File: src/rtl/rio_pkg.sv
package rio_pkg;

    // ----------------------------------------------------------------
    // register byte addresses
    // ----------------------------------------------------------------
    localparam logic [3:0] REG_IDX_FLAGS = 4'h0;   // event_flags index
    localparam logic [3:0] REG_IDX_ICTL  = 4'h6;   // interrupt_control index
    localparam logic [3:0] REG_IDX_STAT  = 4'h8;   // status/strobe index
    localparam logic [5:0] ADDR_FLAGS    = {REG_IDX_FLAGS, 2'b00};
    localparam logic [5:0] ADDR_ICTL     = {REG_IDX_ICTL, 2'b00};
    localparam logic [5:0] ADDR_STAT     = {REG_IDX_STAT, 2'b00};

    // ----------------------------------------------------------------
    // event_flags bit positions
    // ----------------------------------------------------------------
    localparam int FL_WDF  = 7;   // watchdog_timeout_flag
    localparam int FL_AF   = 6;   // alarm_match_flag
    localparam int FL_PF   = 5;   // power_fail_flag
    localparam int FL_OSC_STOP_FLAG = 4;   // osc_stop_flag
    localparam int FL_BPF  = 3;   // backup_fail_flag
    localparam int FL_CAL  = 2;   // calibration tone enable
    localparam int FL_W    = 1;   // write enable of flags
    localparam int FL_R    = 0;   // read latch (kept plain)

    // ----------------------------------------------------------------
    // interrupt_control bit positions and reset value
    // ----------------------------------------------------------------
    localparam int IC_WIE  = 7;
    localparam int IC_AIE  = 6;
    localparam int IC_PFE  = 5;
    localparam int IC_SQUARE_WAVE_ENABLE = 4;
    localparam int IC_HL   = 3;
    localparam int IC_PL   = 2;
    localparam int IC_SQ1  = 1;
    localparam int IC_SQ0  = 0;
    localparam logic [7:0] ICTL_RESET = 8'h08;

    // ----------------------------------------------------------------
    // timing
    // ----------------------------------------------------------------
    localparam int  CLK_HZ        = 125_000_000;
    localparam int  OSC_HZ        = 32_768;
    localparam int  PULSE_MS      = 200;
    localparam int  PULSE_TICKS   = (2 * OSC_HZ * PULSE_MS) / 1000; // half periods
    localparam int  OSC_DIV       = CLK_HZ / (2 * OSC_HZ);         // half period

    // ----------------------------------------------------------------
    // axi responses
    // ----------------------------------------------------------------
    localparam logic [1:0] RESP_OKAY   = 2'b00;
    localparam logic [1:0] RESP_SLVERR = 2'b10;

    typedef struct packed {
        logic wdt;       // watchdog timeout
        logic alarm;     // alarm match
        logic pfail;     // power fail
        logic bakfail;   // backup below backup_fail_threshold
        logic oscstop;   // oscillator stopped
    } rio_events_t;

    typedef enum logic [1:0] {
        PIN_IDLE,
        PIN_LEVEL,
        PIN_PULSE
    } rio_pin_state_t;

endpackage

File: src/rtl/rio_core.sv
// The AXI4-Lite interface to the registers was decided locally.
`timescale 1ns/10ps
// Behaviour
// - backup failure sets flag, seen at power-up
// - three sources, each with own enable
// - each source has own flag bit
// - interrupt needs flag and enable together
// - pulse mode drives pin about 200 ms
// - level mode holds pin until flags read
// - no interrupts while on backup supply
// - watchdog enable gates pin, flag always set
// - alarm enable gates pin, flag always set
// - power-fail enable gates pin, flag always
// - square wave replaces interrupt, calibration wins
// - square enable and select kept nonvolatile
// - select decodes 1, 512, 4096, 32768 Hz
// - polarity bit: high push-pull or low drain
// - flags read clears watchdog, alarm, power-fail and backup-fail flag bits
// - flags read ends pulse early
// - pin priority calibration, square, interrupt, hi-z
// - flags reset zero except oscillator-stop
module rio_core
    import rio_pkg::*;
#(
    parameter int PULSE_CYC = PULSE_TICKS,   // pulse width in osc ticks
    parameter int DIV_CYC   = OSC_DIV        // clock cycles per osc half period
) (
    // clock and reset
    input  wire logic              CLOCK,
    input  wire logic              RESET_N,
    // axi4-lite slave
    input  wire logic [5:0]        S_AXI_AWADDR,
    input  wire logic              S_AXI_AWVALID,
    output logic                   S_AXI_AWREADY,
    input  wire logic [31:0]       S_AXI_WDATA,
    input  wire logic [3:0]        S_AXI_WSTRB,
    input  wire logic              S_AXI_WVALID,
    output logic                   S_AXI_WREADY,
    output logic [1:0]             S_AXI_BRESP,
    output logic                   S_AXI_BVALID,
    input  wire logic              S_AXI_BREADY,
    input  wire logic [5:0]        S_AXI_ARADDR,
    input  wire logic              S_AXI_ARVALID,
    output logic                   S_AXI_ARREADY,
    output logic [31:0]            S_AXI_RDATA,
    output logic [1:0]             S_AXI_RRESP,
    output logic                   S_AXI_RVALID,
    input  wire logic              S_AXI_RREADY,
    // event inputs from timekeeping and power monitor (asynchronous)
    input  wire rio_pkg::rio_events_t EVENTS,
    input  wire logic              ON_BACKUP,
    input  wire logic              RECALL_DONE,
    // interrupt pin
    output logic                   INT_O,
    output logic                   INT_OE_N,
    // nonvolatile image of square-wave settings
    input  wire logic [2:0]        NV_SQ_IN,
    output logic [2:0]             NV_SQ_OUT
);

    // ----------------------------------------------------------------
    // input synchronisers
    // ----------------------------------------------------------------
    logic [6:0] sync1_r;   // first stage, read only by second
    logic [6:0] sync2_r;   // second stage
    logic [6:0] prev_r;    // previous second stage for edges

    // two flops per asynchronous input
    always_ff @(posedge CLOCK or negedge RESET_N) begin
        if (!RESET_N) begin
            sync1_r <= 7'h00;
            sync2_r <= 7'h00;
            prev_r  <= 7'h00;
        end else begin
            sync1_r <= {RECALL_DONE, ON_BACKUP, EVENTS};
            sync2_r <= sync1_r;
            prev_r  <= sync2_r;
        end
    end

    logic       backup;      // running from backup supply
    logic       ready;       // power-up recall finished
    logic [4:0] ev_rise;     // event rising edges
    logic       bak_level;   // backup failure level
    assign backup    = sync2_r[5];
    assign ready     = sync2_r[6];
    assign ev_rise   = sync2_r[4:0] & ~prev_r[4:0];
    assign bak_level = sync2_r[1];

    // ----------------------------------------------------------------
    // oscillator tick divider
    // ----------------------------------------------------------------
    logic [15:0] div_r;      // clock cycles within half period
    logic        osc_tick;   // one pulse per osc half period
    logic [15:0] osc_cnt_r;  // divided oscillator chain

    assign osc_tick = (div_r == 16'(DIV_CYC - 1));

    // divide core clock down to oscillator half periods
    always_ff @(posedge CLOCK or negedge RESET_N) begin
        if (!RESET_N) begin
            div_r     <= 16'h0000;
            osc_cnt_r <= 16'h0000;
        end else if (osc_tick) begin
            div_r     <= 16'h0000;
            osc_cnt_r <= osc_cnt_r + 16'h0001;
        end else begin
            div_r     <= div_r + 16'h0001;
        end
    end

    // ----------------------------------------------------------------
    // registers
    // ----------------------------------------------------------------
    logic [7:0] flags_r;     // event_flags
    logic [7:0] ictl_r;      // interrupt_control
    logic       flags_rd;    // flags register read accepted
    logic       wr_go;       // write accepted this cycle
    logic [5:0] wr_addr;     // write address
    logic [7:0] wr_data;     // write data low byte

    // ----------------------------------------------------------------
    // axi4-lite write path
    // ----------------------------------------------------------------
    logic       aw_have_r;   // address latched
    logic       w_have_r;    // data latched
    logic [5:0] aw_r;        // latched address
    logic [7:0] wd_r;        // latched data
    logic       wstb_r;      // lane 0 strobe

    assign S_AXI_AWREADY = !aw_have_r && !S_AXI_BVALID;
    assign S_AXI_WREADY  = !w_have_r && !S_AXI_BVALID;
    assign wr_go   = aw_have_r && w_have_r && !S_AXI_BVALID;
    assign wr_addr = aw_r;
    assign wr_data = wd_r;

    // accept address and data in either order, answer once both held
    always_ff @(posedge CLOCK or negedge RESET_N) begin
        if (!RESET_N) begin
            aw_have_r    <= 1'b0;
            w_have_r     <= 1'b0;
            aw_r         <= 6'h00;
            wd_r         <= 8'h00;
            wstb_r       <= 1'b0;
            S_AXI_BVALID <= 1'b0;
            S_AXI_BRESP  <= RESP_OKAY;
        end else begin
            if (S_AXI_AWVALID && S_AXI_AWREADY) begin
                aw_have_r <= 1'b1;
                aw_r      <= S_AXI_AWADDR;
            end
            if (S_AXI_WVALID && S_AXI_WREADY) begin
                w_have_r <= 1'b1;
                wd_r     <= S_AXI_WDATA[7:0];
                wstb_r   <= S_AXI_WSTRB[0];
            end
            if (wr_go) begin
                aw_have_r    <= 1'b0;
                w_have_r     <= 1'b0;
                S_AXI_BVALID <= 1'b1;
                // unmapped address answers slverr
                if (aw_r == ADDR_FLAGS || aw_r == ADDR_ICTL || aw_r == ADDR_STAT) begin
                    S_AXI_BRESP <= RESP_OKAY;
                end else begin
                    S_AXI_BRESP <= RESP_SLVERR;
                end
            end else if (S_AXI_BVALID && S_AXI_BREADY) begin
                S_AXI_BVALID <= 1'b0;
            end
        end
    end

    // ----------------------------------------------------------------
    // axi4-lite read path
    // ----------------------------------------------------------------
    logic [31:0] rd_mux;     // selected read word
    logic        rd_ok;      // mapped address

    assign S_AXI_ARREADY = !S_AXI_RVALID;
    assign flags_rd = S_AXI_ARVALID && S_AXI_ARREADY && (S_AXI_ARADDR == ADDR_FLAGS);

    // read data selection
    always_comb begin
        rd_mux = 32'h0000_0000;
        rd_ok  = 1'b1;
        case (S_AXI_ARADDR)
            ADDR_FLAGS: rd_mux = {24'h00_0000, flags_r};
            ADDR_ICTL:  rd_mux = {24'h00_0000, ictl_r};
            ADDR_STAT:  rd_mux = {29'h0000_0000, INT_O, ready, backup};
            default:    rd_ok  = 1'b0;
        endcase
    end

    // one read in flight, answer one cycle after address
    always_ff @(posedge CLOCK or negedge RESET_N) begin
        if (!RESET_N) begin
            S_AXI_RVALID <= 1'b0;
            S_AXI_RDATA  <= 32'h0000_0000;
            S_AXI_RRESP  <= RESP_OKAY;
        end else if (S_AXI_ARVALID && S_AXI_ARREADY) begin
            S_AXI_RVALID <= 1'b1;
            S_AXI_RDATA  <= rd_mux;
            S_AXI_RRESP  <= rd_ok ? RESP_OKAY : RESP_SLVERR;
        end else if (S_AXI_RVALID && S_AXI_RREADY) begin
            S_AXI_RVALID <= 1'b0;
        end
    end

    // ----------------------------------------------------------------
    // event flags
    // ----------------------------------------------------------------
    logic       wr_flags;    // software write to flags, lane 0
    logic [7:0] flags_nxt;   // next flags value

    assign wr_flags = wr_go && wstb_r && (wr_addr == ADDR_FLAGS);

    // read clears, hardware set wins over clear
    always_comb begin
        flags_nxt = flags_r;
        if (flags_rd) begin
            flags_nxt[FL_WDF] = 1'b0;
            flags_nxt[FL_AF]  = 1'b0;
            flags_nxt[FL_PF]  = 1'b0;
            flags_nxt[FL_BPF] = 1'b0;
        end
        if (wr_flags) begin
            flags_nxt[FL_W] = wr_data[FL_W];
            if (flags_r[FL_W]) begin
                // write bit open: calibration, oscillator-stop and backup-fail editable
                flags_nxt[FL_CAL]  = wr_data[FL_CAL];
                flags_nxt[FL_OSC_STOP_FLAG] = wr_data[FL_OSC_STOP_FLAG];
                flags_nxt[FL_BPF]  = wr_data[FL_BPF];
            end
        end
        // flags set whatever the enables say
        if (ev_rise[4]) flags_nxt[FL_WDF] = 1'b1;
        if (ev_rise[3]) flags_nxt[FL_AF]  = 1'b1;
        if (ev_rise[2]) flags_nxt[FL_PF]  = 1'b1;
        if (bak_level)  flags_nxt[FL_BPF] = 1'b1;
        if (ev_rise[0]) flags_nxt[FL_OSC_STOP_FLAG] = 1'b1;
    end

    // flags reset to zero; oscillator-stop flag reset to set
    always_ff @(posedge CLOCK or negedge RESET_N) begin
        if (!RESET_N) begin
            flags_r <= 8'h10;
        end else begin
            flags_r <= flags_nxt;
        end
    end

    // ----------------------------------------------------------------
    // interrupt control, square-wave fields kept in nv image
    // ----------------------------------------------------------------
    logic nv_loaded_r;   // nv image captured after reset

    // load nv square-wave bits once after reset, then software writes
    always_ff @(posedge CLOCK or negedge RESET_N) begin
        if (!RESET_N) begin
            ictl_r      <= ICTL_RESET;
            nv_loaded_r <= 1'b0;
        end else if (!nv_loaded_r) begin
            nv_loaded_r <= 1'b1;
            ictl_r[IC_SQUARE_WAVE_ENABLE] <= NV_SQ_IN[2];
            ictl_r[IC_SQ1]  <= NV_SQ_IN[1];
            ictl_r[IC_SQ0]  <= NV_SQ_IN[0];
        end else if (wr_go && wstb_r && (wr_addr == ADDR_ICTL)) begin
            ictl_r <= wr_data;
        end
    end

    assign NV_SQ_OUT = {ictl_r[IC_SQUARE_WAVE_ENABLE], ictl_r[IC_SQ1], ictl_r[IC_SQ0]};

    // ----------------------------------------------------------------
    // interrupt request and pin state machine
    // ----------------------------------------------------------------
    logic           irq_req;     // any enabled flag set
    logic           irq_rise;    // new enabled event
    logic           irq_prev_r;  // previous request
    rio_pin_state_t pin_st_r;    // pin driver state
    logic [15:0]    pulse_cnt_r; // pulse width in osc ticks
    logic           active;      // interrupt currently asserted

    // enabled flag sources, blocked on backup or before recall
    assign irq_req = ready && !backup
                   && ((flags_r[FL_WDF] && ictl_r[IC_WIE])
                    || (flags_r[FL_AF]  && ictl_r[IC_AIE])
                    || (flags_r[FL_PF]  && ictl_r[IC_PFE]));
    assign irq_rise = irq_req && !irq_prev_r;

    // pulse or level drive of the interrupt
    always_ff @(posedge CLOCK or negedge RESET_N) begin
        if (!RESET_N) begin
            pin_st_r    <= PIN_IDLE;
            pulse_cnt_r <= 16'h0000;
            irq_prev_r  <= 1'b0;
        end else begin
            irq_prev_r <= irq_req;
            case (pin_st_r)
                PIN_IDLE: begin
                    if (irq_rise && ictl_r[IC_PL]) begin
                        pin_st_r    <= PIN_PULSE;
                        pulse_cnt_r <= 16'h0000;
                    end else if (irq_req && !ictl_r[IC_PL]) begin
                        pin_st_r <= PIN_LEVEL;
                    end
                end
                PIN_LEVEL: begin
                    if (!irq_req) begin
                        pin_st_r <= PIN_IDLE;
                    end
                end
                PIN_PULSE: begin
                    if (flags_rd || backup) begin
                        pin_st_r <= PIN_IDLE;
                    end else if (osc_tick) begin
                        if (pulse_cnt_r == 16'(PULSE_CYC - 1)) begin
                            pin_st_r <= PIN_IDLE;
                        end else begin
                            pulse_cnt_r <= pulse_cnt_r + 16'h0001;
                        end
                    end
                end
                default: begin
                    pin_st_r <= PIN_IDLE;
                end
            endcase
        end
    end

    assign active = (pin_st_r != PIN_IDLE);

    // ----------------------------------------------------------------
    // square wave select and output priority
    // ----------------------------------------------------------------
    logic sq_wave;   // selected square wave
    logic cal_wave;  // 512 Hz calibration tone
    logic drive;     // pin driven
    logic level;     // logical active level

    // osc_cnt bit k toggles at 32768/2^k Hz
    always_comb begin
        case ({ictl_r[IC_SQ1], ictl_r[IC_SQ0]})
            2'b00:   sq_wave = osc_cnt_r[15];   // 1 Hz
            2'b01:   sq_wave = osc_cnt_r[6];    // 512 Hz
            2'b10:   sq_wave = osc_cnt_r[3];    // 4096 Hz
            default: sq_wave = osc_cnt_r[0];    // raw oscillator
        endcase
    end
    assign cal_wave = osc_cnt_r[6];

    // calibration, then square wave, then interrupt, else hi-z
    always_comb begin
        drive = 1'b0;
        level = 1'b0;
        if (!ready || backup) begin
            drive = 1'b0;
        end else if (flags_r[FL_CAL]) begin
            drive = 1'b1;
            level = cal_wave;
        end else if (ictl_r[IC_SQUARE_WAVE_ENABLE]) begin
            drive = 1'b1;
            level = sq_wave;
        end else if (active) begin
            drive = 1'b1;
            level = 1'b1;
        end
    end

    // pin driver: push-pull high or open-drain low
    always_ff @(posedge CLOCK or negedge RESET_N) begin
        if (!RESET_N) begin
            INT_O    <= 1'b0;
            INT_OE_N <= 1'b1;
        end else if (ictl_r[IC_HL]) begin
            INT_O    <= level;
            INT_OE_N <= !drive;
        end else begin
            INT_O    <= 1'b0;
            INT_OE_N <= !(drive && level);
        end
    end

endmodule

File: config.mk
export PLATFORM = sky130hd
export DESIGN_NAME = rio_core
export DESIGN_NICKNAME = d
export VERILOG_FILES = /design/src/rtl/rio_pkg.sv /design/src/rtl/rio_core.sv
export SDC_FILE = /design/constraint.sdc
export NUM_CORES = 1
export LEC_CHECK = 0
export BUFFER_PORTS_ARGS = -buffer_cell sky130_fd_sc_hd__buf_4
export CAP_MARGIN = 20
export CELL_PAD_IN_SITES_DETAIL_PLACEMENT = 0
export CELL_PAD_IN_SITES_GLOBAL_PLACEMENT = 1
export CORE_UTILIZATION = 25
export DETAILED_ROUTE_END_ITERATION = 7
export GPL_ROUTABILITY_DRIVEN = 0
export GPL_TIMING_DRIVEN = 1
export PLACE_DENSITY_LB_ADDON = 0.1
export SETUP_SLACK_MARGIN = 0.2
export SYNTH_ARGS = -nofsm -noshare
export SYNTH_HDL_FRONTEND = slang
export SYNTH_SLANG_ARGS = --single-unit
export TNS_END_PERCENT = 20
File: constraint.sdc
create_clock -name CLOCK -period 7.3 [get_ports CLOCK]
set_input_delay 0.365 -clock CLOCK [delete_from_list [all_inputs] [get_ports CLOCK]]
set_output_delay 0.365 -clock CLOCK [all_outputs]
set_load 0.03 [all_outputs]
==> impl_metrics.toml <==
[run_status]
run_status = "complete, no violations"

[clock_tree]
cts_tree = "built"
cts-root-buf = "clkbuf_16"
cts.sinks = 116
htree_num_levels = 4
cts_setup_buffers = 0
clkSlewWorstSetupHoldPaths_ps = 60
clock_latency_ps = 410
numCtsBuffers = 17
clock_path_buffers = 2

[routing]
vias = 3682
drc = 0
met1_length_um = 5810
highest_layer = "met4"
detailedRoute.firstIterationViolations = 174
wl_per_cell_um = 14.3
ant_nets = 0
routed_via_density = 4.44
routed_wl_um = 11900
met3WireLength_um = 475
dr.pass1.iters = 4
met2_length_um = 5480

[power_and_ir_drop]
p_sw_share_pct = 26.5
p_seq_share_pct = 42.4
p_leak_nw = 2.90
pwr-share-clk_pct = 44.0
p_int_w = 0.00134
p_per_area_nw_per_um2 = 279
ir_drop_mv = 0.127
netSwitchingPower_w = 0.000481
p_comb_share_pct = 13.6

[floorplanning]
io_pins = 111
die_y_um = 147
fp.dieArea_um2 = 21700
start_util_pct = 25.8
die-width_um = 147
core_um2 = 20400
rows = 52

[finish]
fin_nets = 616
area_delta_synth_final_pct = 23.5
final_cell_mix = "113 x dfrtp_1, 62 x buf_4, 43 x nand2_1, 27 x conb_1, 25 x mux2_2"
diodes = 0
drive_gt1_share_pct = 22.9
final_common_cell = "dfrtp_1"
fillCellCount = 2146

[worst_setup_path]
crit_path_end_kind = "flop"
path_cells = "or4b_1, or4_1, buf_4, or4_1, a21oi_1"
crit_path_max_fanout = 31
crit_top_cell = "or4_1"
worstPathRequired_ps = 7630
r2r-end = "pulse_cnt_r[11]"
path_delay_family = "simple AND/OR/NAND/NOR gates"
r2r_start = "div_r[3]"
critPathBufInv = 1
cp.arrival_ps = 2910
cp-start-kind = "flop"
slowest_stage = "or4b_1"
slowest_delay_ps = 570
rr_worst_depth = 5
r2r_slack_ps = 4720
critPathKind = "reg2reg"

[sta]
max_slew.worst_pin.slew_ps = 678
tns_ps = 0
slew_violations = 0
worst_slack_ps = 4720
fin_crit_sh_pct = 35.4
grt_setup_unrepaired = "no"
skew_ps = 10.7
setup_viol = 0
timing.fmax_mhz = 387
max-slew-margin-rel_pct = 54.7
fin_crit_ps = 2580
hold_violations = 0
hold_ws_ps = 57.0

[min_path]
hold_path_class = "in2reg"
hold_start = "EVENTS[2]"
hold_path_end = "sync1_r[2]"
worstHoldPathCells = 1

[yosys]
ys_ff_latch = 116
ys_seq_area_share_pct = 55.2
ys_types = 49
postSynthAreaPerCell_um2 = 11.0
synth_cells = 478
synth_edf_count = 0
synth_warnings = 0
syn_area_um2 = 5270
synth-main-ff-cell = "dfrtp_1"
synthArstFlopShare_pct = 100

[placed_design]
dp_slack_ps = 4720
io_buffers = 57
dpl.hpwl_um = 8220

[grt]
antenna_found_initial = 0
grt_pass1_vias = 3729
grt_pass1_wl_um = 20100
overflow = 0
grt_use_total_pct = 11.9
grt_max_degree = 80

[flow_run]
maxCapViolCount = 0
logic make-up after synthesis:
group           after synthesis  share of synthesized area (%)
fa+ha+maj                     5                           1.19
mux                          36                           7.43
compound gates               64                           7.67
xor+xnor                     26                           4.32
flops                       116                           55.2
other cells                   2                          0.143
buf+inv                      55                           6.18
simple gates                174                           17.9
final cells by class:
type                    instances  area, um2  area share, %
inverters                      14       52.6          0.808
repair buffers                 65        510           7.85
multi-input cells             332       2140           32.8
clock buffers                  21        450           6.92
well taps                     270        338           5.19
clock inverters                11        113           1.73
flip-flops and latches        116       2910           44.7
through the flow:
| step | instances | util (%) | power [W] | instance area, um2 |
|---|---|---|---|---|
| 2_1_floorplan | 503 | - | 0.000947 | 5360 |
| 3_3_place_gp | 794 | 28.9 | 0.00103 | 5900 |
| 3_5_place_dp | 794 | 28.9 | 0.00103 | 5900 |
| 4_1_cts | 827 | 31.7 | 0.00185 | 6470 |
| 5_1_grt | 829 | 31.8 | 0.00191 | 6510 |
| 6_report | 829 | 31.8 | 0.00182 | 6510 |
registers in the layout, indices dropped and copies added (netlist names), 2 cells and up:
name	flops
sync1_r	7
S_AXI_RDATA	8
pulse_cnt_r	16
pin_st_r	2
osc_cnt_r	16
div_r	16
flags_r	7
ictl_r	8
sync2_r	7
wd_r	8
aw_r	6
prev_r	4
worst max path at each step:
stage	start	to	slack [ps]	depth (start not counted)
5_1_grt	div_r[3]	pulse_cnt_r[14]	4580	5
6_report	div_r[3]	pulse_cnt_r[11]	4720	5
2_1_floorplan	div_r[3]	pulse_cnt_r[11]	4930	6
3_3_place_gp	div_r[3]	pulse_cnt_r[12]	4760	5
3_5_place_dp	div_r[3]	pulse_cnt_r[11]	4720	5
4_1_cts	div_r[3]	pulse_cnt_r[12]	4690	5
synth_stat cells, types with 2 or more instances:
library cell / number / area [um2]
dfrtp_1: 113 / 2830
nand2_1: 43 / 161
buf_4: 29 / 218
mux2_2: 25 / 282
nor2_1: 24 / 90.1
o21ai_0: 20 / 100
nand3_1: 18 / 90.1
xnor2_1: 18 / 158
a21oi_1: 14 / 70.1
inv_1: 14 / 52.6
nand4_1: 14 / 87.6
or4_1: 13 / 97.6
mux2i_1: 11 / 110
nor3_1: 10 / 50.1
clkbuf_1: 9 / 33.8
nor4_1: 9 / 56.3
o31ai_1: 9 / 67.6
xor2_1: 8 / 70.1
a22oi_1: 7 / 52.6
and4_1: 6 / 52.6
nand2b_1: 6 / 37.5
or3_1: 6 / 37.5
and2_1: 5 / 31.3
ha_1: 5 / 62.6
and3_1: 4 / 25.0
dfstp_2: 3 / 78.8
nor2b_1: 3 / 18.8
o21a_1: 3 / 22.5
or2_2: 3 / 18.8
a21o_1: 2 / 15.0
buf_2: 2 / 10.0
conb_1: 2 / 7.51
nand3b_1: 2 / 15.0
nor3b_1: 2 / 15.0
or4b_2: 2 / 20.0
timing repair:
action,4_1_cts,5_1_grt
hold endpoints to repair,37,0
hold buffers,1,0
endpoints found under the setup margin,0,0
resized for setup,0,0
per-layer routing:
metal	track usage, %	vias to the layer above
li1	-	1793
met5	0	-
met2	18.1	66
met3	3.48	10
met4	4.02	0
met1	16.1	1813
power groups by stage:
| stage | combinational (W) | sequential, W | clock, W |
|---|---|---|---|
| floorplan | 0.000168 | 0.000779 | 0 |
| global placement | 0.000246 | 0.000781 | 0 |
| detailed placement | 0.000250 | 0.000784 | 0 |
| CTS | 0.000251 | 0.000772 | 0.000829 |
| global route | 0.000272 | 0.000782 | 0.000861 |
| finish | 0.000247 | 0.000770 | 0.000800 |
Note: power is estimated with default switching activity, not from simulation.
